**src/hdl/los_defs.svh**
```systemverilog
// Register indices, field positions, reset values and timing counts for the loss/error block
`ifndef LOS_DEFS_SVH
`define LOS_DEFS_SVH

// ==========================================================================
// Register indices (byte address is four times the index)
`define IDX_MONITOR_GAIN    6'h0C
`define IDX_LOSS_DETECT     6'h0D
`define IDX_ERROR_CONTROL   6'h0E
`define IDX_IRQ_STATUS      6'h20
`define IDX_IRQ_MASK        6'h21
`define IDX_COUNT_HIGH      6'h22
`define IDX_COUNT_LOW       6'h23
`define IDX_LOSS_STATUS     6'h24

// ==========================================================================
// Reset values
`define RST_MONITOR_GAIN    8'h00
`define RST_LOSS_DETECT     8'h15
`define RST_ERROR_CONTROL   8'h00

// ==========================================================================
// Field positions, loss_detect_config
`define LD_CRITERIA         7
`define LD_LINE_AMP_HI      6
`define LD_LINE_AMP_LO      4
`define LD_TX_AMP_HI        3
`define LD_TX_AMP_LO        2
`define LD_TX_PER_HI        1
`define LD_TX_PER_LO        0

// ==========================================================================
// Field positions, error_count_control
`define EC_EXZ_STD          7
`define EC_VIOL_INS         6
`define EC_SINGLE_ERROR_INSERT          5
`define EC_SRC_HI           4
`define EC_SRC_LO           2
`define EC_UPD_MODE         1
`define EC_UPD_TRIG         0

// ==========================================================================
// Interrupt status bits
`define IRQ_LINE_LOSS       0
`define IRQ_TX_LOSS         1
`define IRQ_COUNT_UPDATE    2
`define IRQ_WIDTH           3

// ==========================================================================
// Pulse-interval counts
`define LINE_LOSS_N_STD     11'd175
`define LINE_LOSS_N_ALT     11'd1544
`define TX_LOSS_N_SHORT     11'd16
`define TX_LOSS_N_MID       11'd32
`define TX_LOSS_N_LONG      11'd64

// ==========================================================================
// Timing
`define CLK_PERIOD_NS       5
`define COUNT_PERIOD_NS     1000000000
`define COUNT_PERIOD_CYCLES (`COUNT_PERIOD_NS / `CLK_PERIOD_NS)

`endif

```
**src/hdl/los_pkg.sv**
```systemverilog
// Types shared by the loss detection and error count block
package los_pkg;

  // ========================================================================
  // Event sources for the error counter
  typedef enum logic [2:0] {
    src_off       = 3'b000,
    src_line_bpv  = 3'b001,
    src_line_exz  = 3'b010,
    src_line_both = 3'b011,
    src_sys_bpv   = 3'b100,
    src_sys_exz   = 3'b101,
    src_sys_both  = 3'b110,
    src_pattern   = 3'b111
  } count_source_e;

  // ========================================================================
  // Bus phase
  typedef enum logic [1:0] {
    ph_idle  = 2'b00,
    ph_write = 2'b01,
    ph_read  = 2'b10
  } bus_phase_e;

  // ========================================================================
  // Strobes and comparator results from the line datapath
  typedef struct packed {
    logic line_pulse;
    logic line_amp_low;
    logic tx_pulse;
    logic tx_amp_low;
    logic tx_mark;
    logic pattern_bit;
    logic line_bipolar_violation;
    logic line_excess_zeros;
    logic system_bipolar_violation;
    logic system_excess_zeros;
    logic pattern_error;
  } link_in_s;

  // ========================================================================
  // Settings and indications toward the datapath
  typedef struct packed {
    logic [1:0] monitor_gain_sel;
    logic       loss_criteria_sel;
    logic [2:0] line_loss_amplitude_sel;
    logic [1:0] tx_loss_amplitude_sel;
    logic       excess_zero_standard_sel;
    logic       line_signal_loss;
    logic       transmit_signal_loss;
    logic       violation_insert_pulse;
    logic       error_insert_pulse;
  } link_out_s;

endpackage : los_pkg

```
**src/hdl/los_and_error_count_control.sv**
```systemverilog
// Loss-of-signal detection and error counter control with an AHB-Lite register slave
//
// Our own choice: register access over AHB-Lite.
`timescale 1ns/1ps
`include "los_defs.svh"

module los_and_error_count_control #(
  parameter int unsigned COUNT_PERIOD_CYCLES = `COUNT_PERIOD_CYCLES
) (
  // Clock, reset, enable
  input  wire logic              hclk,
  input  wire logic              hresetn,
  input  wire logic              hce,
  // AHB-Lite slave
  input  wire logic              hsel,
  input  wire logic [31:0]       haddr,
  input  wire logic [1:0]        htrans,
  input  wire logic              hwrite,
  input  wire logic [2:0]        hsize,
  input  wire logic [31:0]       hwdata,
  input  wire logic              hready,
  output logic      [31:0]       hrdata,
  output logic                   hreadyout,
  output logic                   hresp,
  // Line datapath
  input  wire los_pkg::link_in_s link_in,
  output los_pkg::link_out_s     link_out,
  // Interrupt
  output logic                   irq
);

  // ========================================================================
  // State
  typedef struct packed {
    los_pkg::bus_phase_e        phase;
    logic [5:0]                 addr_idx;
    logic                       addr_ok;
    logic [31:0]                rdata;
    logic                       ready;
    logic [7:0]                 monitor_gain_config;
    logic [7:0]                 loss_detect_config;
    logic [7:0]                 error_count_control;
    logic [`IRQ_WIDTH-1:0]      irq_status;
    logic [`IRQ_WIDTH-1:0]      irq_mask;
    logic                       irq;
    logic                       trig_prev;
    logic [15:0]                run_count;
    logic [7:0]                 error_count_high;
    logic [7:0]                 error_count_low;
    logic [27:0]                tick;
    logic [10:0]                line_low_run;
    logic [10:0]                tx_low_run;
    los_pkg::link_out_s         out;
  } state_s;

  state_s s;
  state_s next_s;

  // ========================================================================
  // Combinational update
  always_comb begin
    logic [1:0]             inc;
    logic [16:0]            sum;
    logic [10:0]            line_n;
    logic [10:0]            tx_n;
    logic                   update;
    logic [`IRQ_WIDTH-1:0]  irq_set;
    logic [`IRQ_WIDTH-1:0]  irq_clr;
    logic [31:0]            rd;
    logic [7:0]             wd;
    los_pkg::count_source_e src;

    next_s  = s;
    inc     = 2'b00;
    sum     = 17'h00000;
    irq_set = '0;
    irq_clr = '0;
    rd      = 32'h00000000;
    wd      = hwdata[7:0];
    update  = 1'b0;
    line_n  = 11'h000;
    tx_n    = 11'h000;
    src     = los_pkg::count_source_e'(s.error_count_control[`EC_SRC_HI:`EC_SRC_LO]);

    // Line loss: N consecutive low pulse intervals
    line_n = s.loss_detect_config[`LD_CRITERIA] ? `LINE_LOSS_N_ALT
                                                : `LINE_LOSS_N_STD;
    if (link_in.line_pulse) begin
      if (link_in.line_amp_low) begin
        if (s.line_low_run != 11'h7FF) begin
          next_s.line_low_run = s.line_low_run + 11'h001;
        end
        if (s.line_low_run + 11'h001 >= line_n && !s.out.line_signal_loss) begin
          next_s.out.line_signal_loss = 1'b1;
          irq_set[`IRQ_LINE_LOSS]     = 1'b1;
        end
      end else begin
        next_s.line_low_run         = 11'h000;
        next_s.out.line_signal_loss = 1'b0;
      end
    end

    // Transmit loss: low for the selected period, cleared by one good pulse
    case (s.loss_detect_config[`LD_TX_PER_HI:`LD_TX_PER_LO])
      2'b00:   tx_n = `TX_LOSS_N_SHORT;
      2'b01:   tx_n = `TX_LOSS_N_MID;
      default: tx_n = `TX_LOSS_N_LONG;
    endcase
    if (link_in.tx_pulse) begin
      if (link_in.tx_amp_low) begin
        if (s.tx_low_run != 11'h7FF) begin
          next_s.tx_low_run = s.tx_low_run + 11'h001;
        end
        if (s.tx_low_run + 11'h001 >= tx_n && !s.out.transmit_signal_loss) begin
          next_s.out.transmit_signal_loss = 1'b1;
          irq_set[`IRQ_TX_LOSS]           = 1'b1;
        end
      end else begin
        next_s.tx_low_run               = 11'h000;
        next_s.out.transmit_signal_loss = 1'b0;
      end
    end

    // Event selection
    case (src)
      los_pkg::src_off:       inc = 2'b00;
      los_pkg::src_line_bpv:  inc = {1'b0, link_in.line_bipolar_violation};
      los_pkg::src_line_exz:  inc = {1'b0, link_in.line_excess_zeros};
      los_pkg::src_line_both: inc = {1'b0, link_in.line_bipolar_violation}
                                  + {1'b0, link_in.line_excess_zeros};
      los_pkg::src_sys_bpv:   inc = {1'b0, link_in.system_bipolar_violation};
      los_pkg::src_sys_exz:   inc = {1'b0, link_in.system_excess_zeros};
      los_pkg::src_sys_both:  inc = {1'b0, link_in.system_bipolar_violation}
                                  + {1'b0, link_in.system_excess_zeros};
      default:                inc = {1'b0, link_in.pattern_error};
    endcase

    // Update trigger: timed or manual rising edge
    next_s.trig_prev = s.error_count_control[`EC_UPD_TRIG];
    if (s.error_count_control[`EC_UPD_MODE]) begin
      if (s.tick >= 28'(COUNT_PERIOD_CYCLES - 1)) begin
        next_s.tick = 28'h0000000;
        update      = 1'b1;
      end else begin
        next_s.tick = s.tick + 28'h0000001;
      end
    end else begin
      next_s.tick = 28'h0000000;
      update      = s.error_count_control[`EC_UPD_TRIG] && !s.trig_prev;
    end

    // Saturating counter; events in the update cycle start the new count
    if (update) begin
      next_s.error_count_high = s.run_count[15:8];
      next_s.error_count_low  = s.run_count[7:0];
      next_s.run_count        = {14'h0000, inc};
      irq_set[`IRQ_COUNT_UPDATE] = 1'b1;
    end else begin
      sum = {1'b0, s.run_count} + {15'h0000, inc};
      next_s.run_count = sum[16] ? 16'hFFFF : sum[15:0];
    end

    // Self-clearing insert requests
    next_s.out.violation_insert_pulse = 1'b0;
    next_s.out.error_insert_pulse     = 1'b0;
    if (s.error_count_control[`EC_VIOL_INS] && link_in.tx_mark) begin
      next_s.out.violation_insert_pulse             = 1'b1;
      next_s.error_count_control[`EC_VIOL_INS]      = 1'b0;
    end
    if (s.error_count_control[`EC_SINGLE_ERROR_INSERT] && link_in.pattern_bit) begin
      next_s.out.error_insert_pulse                 = 1'b1;
      next_s.error_count_control[`EC_SINGLE_ERROR_INSERT]       = 1'b0;
    end

    // Bus data phase: writes land at its end, after hardware clears
    next_s.ready = 1'b1;
    if (s.phase == los_pkg::ph_write && s.addr_ok) begin
      if (s.addr_idx == `IDX_MONITOR_GAIN) begin
        next_s.monitor_gain_config = {6'h00, wd[1:0]};
      end else if (s.addr_idx == `IDX_LOSS_DETECT) begin
        next_s.loss_detect_config = wd;
      end else if (s.addr_idx == `IDX_ERROR_CONTROL) begin
        // Only a 0-to-1 write arms; while armed the bit follows hardware, so no double error
        if (s.error_count_control[`EC_SINGLE_ERROR_INSERT]) begin
          wd[`EC_SINGLE_ERROR_INSERT] = next_s.error_count_control[`EC_SINGLE_ERROR_INSERT];
        end
        next_s.error_count_control = wd;
      end else if (s.addr_idx == `IDX_IRQ_STATUS) begin
        irq_clr = wd[`IRQ_WIDTH-1:0];
      end else if (s.addr_idx == `IDX_IRQ_MASK) begin
        next_s.irq_mask = wd[`IRQ_WIDTH-1:0];
      end
    end

    // Read data is taken one cycle after the address so a preceding write shows
    if (s.phase == los_pkg::ph_read) begin
      if (!s.addr_ok) begin
        rd = 32'h00000000;
      end else if (s.addr_idx == `IDX_MONITOR_GAIN) begin
        rd = {24'h000000, s.monitor_gain_config};
      end else if (s.addr_idx == `IDX_LOSS_DETECT) begin
        rd = {24'h000000, s.loss_detect_config};
      end else if (s.addr_idx == `IDX_ERROR_CONTROL) begin
        rd = {24'h000000, s.error_count_control};
      end else if (s.addr_idx == `IDX_IRQ_STATUS) begin
        rd = {29'h00000000, s.irq_status};
      end else if (s.addr_idx == `IDX_IRQ_MASK) begin
        rd = {29'h00000000, s.irq_mask};
      end else if (s.addr_idx == `IDX_COUNT_HIGH) begin
        rd = {24'h000000, s.error_count_high};
      end else if (s.addr_idx == `IDX_COUNT_LOW) begin
        rd = {24'h000000, s.error_count_low};
      end else if (s.addr_idx == `IDX_LOSS_STATUS) begin
        rd = {30'h00000000, s.out.transmit_signal_loss, s.out.line_signal_loss};
      end
      next_s.rdata = rd;
      next_s.phase = los_pkg::ph_idle;
    end else if (s.phase == los_pkg::ph_write) begin
      next_s.phase = los_pkg::ph_idle;
    end

    // Address phase
    if (hsel && hready && htrans[1] && s.phase != los_pkg::ph_read) begin
      next_s.addr_idx = haddr[7:2];
      next_s.addr_ok  = (haddr[31:8] == 24'h000000) && (hsize == 3'b010);
      if (hwrite) begin
        next_s.phase = los_pkg::ph_write;
      end else begin
        next_s.phase = los_pkg::ph_read;
        next_s.ready = 1'b0;
      end
    end

    // Sticky status: a set in the clearing cycle wins
    next_s.irq_status = (s.irq_status & ~irq_clr) | irq_set;
    next_s.irq        = |(next_s.irq_status & next_s.irq_mask);

    // Settings toward the datapath
    next_s.out.monitor_gain_sel         = next_s.monitor_gain_config[1:0];
    next_s.out.loss_criteria_sel        = next_s.loss_detect_config[`LD_CRITERIA];
    // Threshold code mapping is in the analogue comparator
    next_s.out.line_loss_amplitude_sel  =
      next_s.loss_detect_config[`LD_LINE_AMP_HI:`LD_LINE_AMP_LO];
    next_s.out.tx_loss_amplitude_sel    =
      next_s.loss_detect_config[`LD_TX_AMP_HI:`LD_TX_AMP_LO];
    next_s.out.excess_zero_standard_sel = next_s.error_count_control[`EC_EXZ_STD];
  end

  // ========================================================================
  // Registers
  always_ff @(posedge hclk or negedge hresetn) begin
    if (!hresetn) begin
      s                                  <= '0;
      s.phase                            <= los_pkg::ph_idle;
      s.ready                            <= 1'b1;
      s.monitor_gain_config              <= `RST_MONITOR_GAIN;
      s.loss_detect_config               <= `RST_LOSS_DETECT;
      s.error_count_control              <= `RST_ERROR_CONTROL;
      s.out.line_loss_amplitude_sel      <= 3'b001;
      s.out.tx_loss_amplitude_sel        <= 2'b01;
    end else if (hce) begin
      s <= next_s;
    end
  end

  // ========================================================================
  // Outputs
  assign hrdata    = s.rdata;
  assign hreadyout = s.ready;
  assign hresp     = 1'b0;
  assign link_out  = s.out;
  assign irq       = s.irq;

endmodule : los_and_error_count_control

```
**config.mk**
```make
export PLATFORM = sky130hd
export DESIGN_NAME = los_and_error_count_control
export DESIGN_NICKNAME = d
export VERILOG_FILES = /design/src/hdl/los_pkg.sv /design/src/hdl/los_and_error_count_control.sv
export VERILOG_INCLUDE_DIRS = /design/src /design/src/hdl
export SDC_FILE = /design/constraint.sdc
export NUM_CORES = 1
export LEC_CHECK = 0
export BUFFER_PORTS_ARGS = -buffer_cell sky130_fd_sc_hd__buf_2
export CORE_ASPECT_RATIO = 1.4
export CORE_UTILIZATION = 53
export CTS_BUF_LIST = sky130_fd_sc_hd__clkbuf_2
export CTS_CLUSTER_DIAMETER = 120
export DETAILED_ROUTE_END_ITERATION = 7
export HOLD_SLACK_MARGIN = 0.1
export MAX_ROUTING_LAYER = met4
export PLACE_DENSITY = 0.79
export SLEW_MARGIN = 15
export SYNTH_ARGS = -nofsm -noshare
export SYNTH_HDL_FRONTEND = slang
export SYNTH_SLANG_ARGS = --single-unit
```
**constraint.sdc**
```tcl
create_clock -name hclk -period 2.8 [get_ports hclk]
set_input_delay 0.14 -clock hclk [delete_from_list [all_inputs] [get_ports hclk]]
set_output_delay 0.14 -clock hclk [all_outputs]
set_load 0.005 [all_outputs]
```
======== After elaboration in Yosys (flattened, before gate mapping) ========
Index checks and enable logic that the tools add are counted.
word-level totals
  logic and storage cells ................. 157
  bits of input ports ..................... 86
  register bits after elaboration ......... 161
  output and inout bits ................... 48
operators by class
  muxes and demuxes ....................... 60
  bitwise gates (word level) .............. 6
  $lt $le $gt $ge ......................... 3
  equality and inequality tests ........... 25
  add/sub/neg operators ................... 6
  reductions and logical operators ........ 29
operators by type and width
  kind                                                                      count
  8-bit two-way mux                                                         11
  16-bit two-way mux                                                        4
  28-bit two-way mux                                                        2
  11-bit two-way mux                                                        5
  3-bit two-way mux                                                         11
  6-bit == test (second input constant)                                     5
  28-bit by 1-bit adder with 28-bit output (second input constant)          1
  28-bit greater-or-equal comparator (second input constant)                1
  24-bit logical NOT                                                        1
  11-bit by 1-bit adder with 11-bit output (second input constant)          2
  11-bit greater-or-equal comparator                                        2
  11-bit inequality test (second input constant)                            2
  1-bit two-way mux                                                         20
  6-bit by 4-bit == test with 1-bit output (second input constant)          3
  16-bit by 2-bit adder with 17-bit output                                  1
  3-bit AND reduction                                                       5
  2-bit case mux with 7 select lines                                        1
  7-bit case mux with 2 select lines                                        1
  1-bit logical AND                                                         10
  3-bit by 2-bit == test with 1-bit output (second input constant)          3
  3-bit == test (second input constant)                                     3
  9-bit two-way mux                                                         1
  2-bit two-way mux                                                         4
  2-bit by 1-bit inequality test with 1-bit output (second input constant)  4
  17 further kinds                                                          26

======== Depth between registers and ports, before layout ========
Gate-level depths: netlist (run 1).
  depth in word-level cells ............... 11
  gate-level depth with buffers ........... 13
  gate-level depth less buffers ........... 12

======== Worst setup path before layout (run 1) ========
No wires, ideal clock.
  path kind ............................... reg-to-reg
  start ................................... reg s[106] (netlist bit)
  end ..................................... reg s[85] (netlist bit)
  data arrival time ....................... 2.990 ns
  setup slack ............................. -0.267 ns
  clock period less this slack ............ 3.067 ns
  path buffers ............................ 2
  cell stages (with the launch flop) ...... 14
  required time ........................... 2.722 ns
  library setup time ...................... 0.078 ns
  path through ............................ dfrtp_1 clkbuf_1 nand2b_1 mux4_2 a21oi_1 ha_1 inv_1 fa_1 nor3_1 nand3_1 clkbuf_1 nand2_1 o21ai_0 a21oi_1
on the way
  cells in the longest elaborated chain, start to end .. 5
  elaborated cells between the ends (all ways) .. 11
  classes of those cells .................. add/sub (1); eq/ne (6); mux (3); reduce/logical (1)
RTL lines
  item                                         line                                text
  start: declaration                           los_and_error_count_control.sv:56   state_s s;
  start signal: assignment                     los_and_error_count_control.sv:262  s <= next_s;
  3-bit == test, or another cell as far along  los_and_error_count_control.sv:125  case (src)
  2-bit case mux with 7 select lines *         los_and_error_count_control.sv:125
  16-bit by 2-bit adder with 17-bit output *   los_and_error_count_control.sv:159  sum = {1'b0, s.run_count} + {15'h0000, inc};
  16-bit two-way mux *                         los_and_error_count_control.sv:160  next_s.run_count = sum[16] ? 16'hFFFF : sum[15:0];
  16-bit two-way mux *                         los_and_error_count_control.sv:153  if (update) begin
Mark *: on every way between the ends. The rest lies on a longest branch, timed or not.
A chain may end at the register's enable or synchronous reset.

======== Worst setup path in the final report (run 1) ========
  start ................................... reg s[106] (netlist bit)
  end ..................................... reg s[94] (netlist bit)
The elaborated chain is that of the path after synthesis.

==> results of run 1 <==
synthesized netlist by cell type (7+ instances only):
cell type	n
a21boi_0	7
a21o_1	7
a21oi_1	51
a22o_1	7
and2_1	9
and3_1	16
buf_4	46
clkbuf_1	23
dfrtp_1	126
ha_1	20
inv_1	27
mux2_1	7
mux2_2	31
nand2_1	84
nand3_1	43
nand4_1	17
nor2_1	53
nor2b_1	8
nor3_1	11
nor4_1	12
o21ai_0	67
o31ai_1	10
xnor2_1	12
xor2_1	13
logic make-up (layout without fill, tap and decap cells):
logic type / count (synthesis) / in the layout / share of synthesized area
other cells: 1 / 26 / 0.0004979
simple gates: 281 / 281 / 0.1852
compound gates: 199 / 199 / 0.1683
flops: 130 / 130 / 0.4326
xor+xnor: 25 / 25 / 0.02907
mux: 45 / 45 / 0.06944
fa+ha+maj: 21 / 21 / 0.03588
buf+inv: 105 / 209 / 0.07907
layout make-up:
class                   instances  area (sq um)
diodes                          1         2.502
clock buffers                  17         85.08
clock inverters                15         166.4
fillers                      1196          5086
inverters                      28         105.1
multi-input cells             596          3902
flip-flops and latches        130          3261
well taps                     185         231.5
repair buffers                149          1071
flip-flops by register name, indices dropped and copies added (netlist names):
register	flops
s	115
hrdata	8
link_out	4
hreadyout	1
irq	1
next_s	1
report_power, final:
group	total [mW]	internal, mW	leakage (nW)	switching [mW]
combinational	0.729	0.334	2.21	0.395
clock	1.23	0.436	0.149	0.795
sequential	2.16	1.99	1.75	0.171
final timing paths:
kind / startpoint / to / slack (ns) / depth (start not counted)
max in group asynchronous: hresetn / s[76] / 2.03 / 4
max reg2reg: s[106] / s[94] / -0.07 / 11
max: s[106] / s[94] / -0.07 / 11
min: haddr[5] / s[164] / 0.14 / 3
min in group asynchronous: hresetn / s[106] / 0.49 / 4
min reg2reg: s[43] / s[43] / 0.50 / 1
repair_timing:
item,CTS,global route
hold buffers,38,3
setup endpoints to repair,16,19
setup buffers,2,2
resized for setup,6,32
pin swaps,2,6
hold endpoints to repair,218,2
through the flow:
step                      hold slack, ns    util  instance area (sq um)
final                             0.1381  0.6344                   8825
after global routing              0.1096  0.6344                   8825
after CTS                         0.1011  0.6239                   8680
after detailed placement          0.2660  0.5743                   7989
after global placement            0.2611  0.5743                   7989
after floorplan                  -0.1556       -                   7637
per-layer routing:
layer  track usage  share of wire  routed length (um)
met1        0.3065           0.40                7183
met4        0.1082          0.025                 459
met3       0.05188          0.044                 797
met2        0.4523           0.54                9727
met5             -              0                   0
critical path: stages (launching register included):
cell	delay (ns)
dfrtp_2	0.50
nand2b_4	0.14
mux4_2	0.49
a21oi_4	0.19
ha_4	0.17
inv_2	0.04
fa_2	0.36
nor3_4	0.24
buf_4	0.15
nand2_2	0.07
a32o_1	0.28
a21oi_1	0.14
==> flow_summary.ini, run 1 <==
[layout]
final_common_cell = dfrtp_1
area_growth_pct = 17.16
drive_gt1_frac = 0.2321
layout_common_cells = dfrtp_1 (124), buf_2 (80), nand2_1 (77), o21ai_0 (61), nor2_1 (53)
nets = 1029
fin_cells = 1121

[clocking]
clk_pin_slew_ns = 0.24
clk_latency_ns = 0.76
clock_sinks = 130
htreeDepth = 4
cts_tree = yes
cts_root_buf = clkbuf_2
clockBufferDepth = 2
cts_made_buffers = 17

[floorplanning]
die_x_um = 102.8
ios = 134
initial_core_util = 0.5415
rows = 51
die_area_sq_um = 14700
core_region_area_sq_um = 13910
die_y_um = 143.1

[timing]
final-setup-viol-count = 9
tns_ns = -0.1945
fin_crit_sh = 1.026
slew_violations = 0
clock_skew_ns = 0.04318
setup_ws_ns = -0.07239
tightestPinTransition_ns = 0.6263
max_slew_margin = 0.5815
rsz0062_at_grt = true
min_period_ns = 2.872
hold_viol = 0
fmax_mhz = 348.1

[placed_design]
dpl_worst_slack_ns = -0.1180
dp_cells = 1043
gp_congestion = 0.8999
io_buffers = 81
dp_hpwl_um = 12300

[global_route]
grt_pass1_wl_um = 29310
track_usage = 0.2667
grt-ovfl-total = 0
grt_pass1_vias = 6130
antenna_found_initial = 1
grt_max_degree = 55

[synthesis]
synth_area_leaders = dfrtp_1 (42%), mux2_2 (4.6%), buf_4 (4.6%), o21ai_0 (4.5%), nand2_1 (4.2%)
synthCells = 807
yosysTopAreaCell = dfrtp_1
synth_edf_count = 0
yosysTopAreaCellShare = 0.4186
synthFlopType = dfrtp_1
syn_area_sq_um = 7532
ys_ff_latch = 130
synth_warnings = 0
synth-async-reset-ratio = 1.000
synth_cell_types = 68
syn_area_per_cell_sq_um = 9.334
synth-seq-area-share = 0.4326

[setup_path]
worst-endpoint-required_ns = 3.46
path_max_fanout = 5
worstPathArrival_ns = 3.53
cp-end-kind = flop
worstSetupPathType = reg -> reg
critPathLaunchType = flop

[pwr]
power_mw = 4.120
power.leakage_nw = 4.105
ir_drop_v = 0.0005280
power_density_nw_per_um2 = 466.8

[route]
num_vias = 6515
drc_errors = 0
drt_wl_total_um = 18170
drt_iter0_drc = 462
drt-pass1-iter-count = 5
vias_per_cell = 5.812
drt.antenna.violating_nets = 0
wl_per_cell_um = 16.21

[run_status]
outcome = complete, but fails checks
violations = negative setup slack

[min_path]
min_path_type = in -> reg

[flow_run]
maxCapViolations = 0
No activity file was read; power rests on OpenSTA's default activity.
==> inputs of run 2 (changes only) <==
CORE_UTILIZATION = 50   (was 53)
PLACE_DENSITY = 0.75   (was 0.79)
SETUP_SLACK_MARGIN = 0.2   (was not set)
==> run 2 against run 1 <==
Compared with the run above:
- routed wire length up 0.14%
- first-iteration DRC count down 12%
- critical endpoint is now s[88]
- critical path depth up 2
- cell count up 0.45%
- highest routed layer unchanged
- count of clock-buffer cells in the layout up 1
- the run now ends clean
- non-clock buffer count up 1
- hold slack better by 0.0083 ns
- largest cell class unchanged
- maximum frequency up 2.9%
- final area up 0.23%
- sequential share of layout area down 0.055 points
- critical path type unchanged
==> flow_summary.ini, run 2 (synthesized netlist as in run 1, its figures left out) <==
[layout]
multi_input_area_sq_um = 3919
largest_reg_flops = 115
final_common_cell = dfrtp_1
regArea_sq_um = 3263
nets = 1030
design_area_sq_um = 8845
postLayoutCoreUtil = 0.6069
largest-register = s
area_growth_pct = 17.43
layout_common_cells = dfrtp_1 (122), buf_2 (80), nand2_1 (78), o21ai_0 (62), nor2_1 (53)
nFillCells = 1244
drive_gt1_frac = 0.2361

[floorplanning]
die_y_um = 147.2
rows = 52
ios = 134
die_area_sq_um = 15570
initial_core_util = 0.5168
die_x_um = 105.7
core_region_area_sq_um = 14570

[min_path]
min_path_type = in -> reg
worstHoldStart = haddr[5]

[pwr]
pwr-share-comb = 0.177
ir_drop_v = 0.0003744
power.share.sequential = 0.539
pwr-share-clk = 0.283
switchingPower_mw = 1.340
swShare = 0.3341
power.leakage_nw = 4.107
power_density_nw_per_um2 = 453.6
p_int_mw = 2.672

[run_status]
outcome = completed

[route]
drc_errors = 0
drt_wl_total_um = 18190
num_vias = 6494
vias_per_cell = 5.767
wl_per_cell_um = 16.16
drt.antenna.violating_nets = 0
drt_iter0_drc = 408
drt-pass1-iter-count = 5

[setup_path]
critPathLaunchType = flop
rrSetupSlack_ns = 0.007
rr_startpoint = s[106]
worstSetupPathType = reg -> reg
worst-endpoint-required_ns = 3.47
slowest_delay_ns = 0.49
path_max_fanout = 6
crit_chain = nand2b_4 -> mux4_2 -> a21oi_4 -> ha_4 -> inv_2 -> fa_2 -> nor3_4 -> nand3_4 -> buf_12 -> buf_6 -> nand2_2 -> a21oi_2 -> a21oi_1
slowest_stage = dfrtp_2
critical_path.startpoint = s[106]
worstPathArrival_ns = 3.46
cp-end-kind = flop

[clocking]
cts_made_buffers = 17
cts_root_buf = clkbuf_2
clk_pin_slew_ns = 0.24
clk_latency_ns = 0.73
htreeDepth = 4
cts_tree = yes
clock_sinks = 130
clockBufferDepth = 2

[global_route]
grt-ovfl-total = 0
grt_pass1_wl_um = 30270
grt_max_degree = 63
antenna_found_initial = 1
grt_pass1_vias = 6362
track_usage = 0.2533

[placed_design]
dpl_worst_slack_ns = -0.04342
io_buffers = 81
dp_hpwl_um = 12660
gp_congestion = 0.8775
placed_area_sq_um = 8026

[timing]
max_slew_margin = 0.5785
final-setup-viol-count = 0
setup_ws_ns = 0.007258
fmax_mhz = 358.1
fin_crit_sh = 0.9974
holdWs_ns = 0.1464
hold_viol = 0
clock_skew_ns = 0.03759
min_period_ns = 2.793
tightestPinTransition_ns = 0.6271
slew_violations = 0
rsz0062_at_grt = true

[flow_run]
maxCapViolations = 0
==> run 2: per-stage QoR <==
stage          cells  TNS (ns)  power [mW]
2_1_floorplan    831         0       2.578
3_3_place_gp    1048         0       2.783
3_5_place_dp    1048  -0.09680       2.803
4_1_cts         1116   -0.1795       4.002
5_1_grt         1126    -1.490       4.215
6_report        1126         0       4.012
==> run 2: final timing paths <==
| kind | cells past startpoint | endpoint |
|---|---|---|
| max in group asynchronous | 4 | s[32] |
| worst min register to register | 1 | s[43] |
| worst min-delay path | 3 | s[164] |
| worst max-delay path | 13 | s[88] |
| worst max register to register | 13 | s[88] |
| min in group asynchronous | 4 | s[19] |
==> run 2: critical path, delay by kind of cell, from the launching register on <==
family                   cells  cell delay [ns]
flip-flops                   1             0.49
AO/OA/AOI/OAI                3             0.39
buffers and inverters        3             0.30
AND/OR/NAND/NOR              4             0.54
adder cells (fa/ha/maj)      2             0.51
multiplexers                 1             0.49
==> run 2: power by group through the flow <==
stage / sequential (mW) / combinational [mW] / clock [mW]
after detailed placement: 2.18 / 0.621 / 0
after global placement: 2.18 / 0.606 / 0
after CTS: 2.15 / 0.682 / 1.17
final: 2.16 / 0.711 / 1.14
after floorplan: 2.11 / 0.468 / 0
after global routing: 2.19 / 0.787 / 1.24
==> run 2: layer usage <==
metal | part of all wire | vias up | track usage | wire length, um
met5 | 0 | - | - | 0
met4 | 0.031 | 0 | 0.1118 | 565
met3 | 0.041 | 46 | 0.04703 | 751
met2 | 0.53 | 176 | 0.4408 | 9723
met1 | 0.39 | 3179 | 0.2809 | 7152
li1 | - | 3093 | - | -
==> run 2: final cells by class <==
class | instances | share of cell area
multi-input combinational | 596 | 0.4431
inverter | 28 | 0.01188
sequential | 130 | 0.3689
tap | 189 | 0.02674
timing repair buffer | 150 | 0.1231
clock inverter | 14 | 0.01584
antenna | 1 | 0.0002829
clock buffer | 18 | 0.01019
==> run 2: what timing repair did <==
action	CTS	global route
buffers inserted	0	5
pin swaps	6	9
endpoints found under the hold margin	208	4
hold buffers	36	4
setup endpoints to repair	17	27
gates resized for setup	12	17
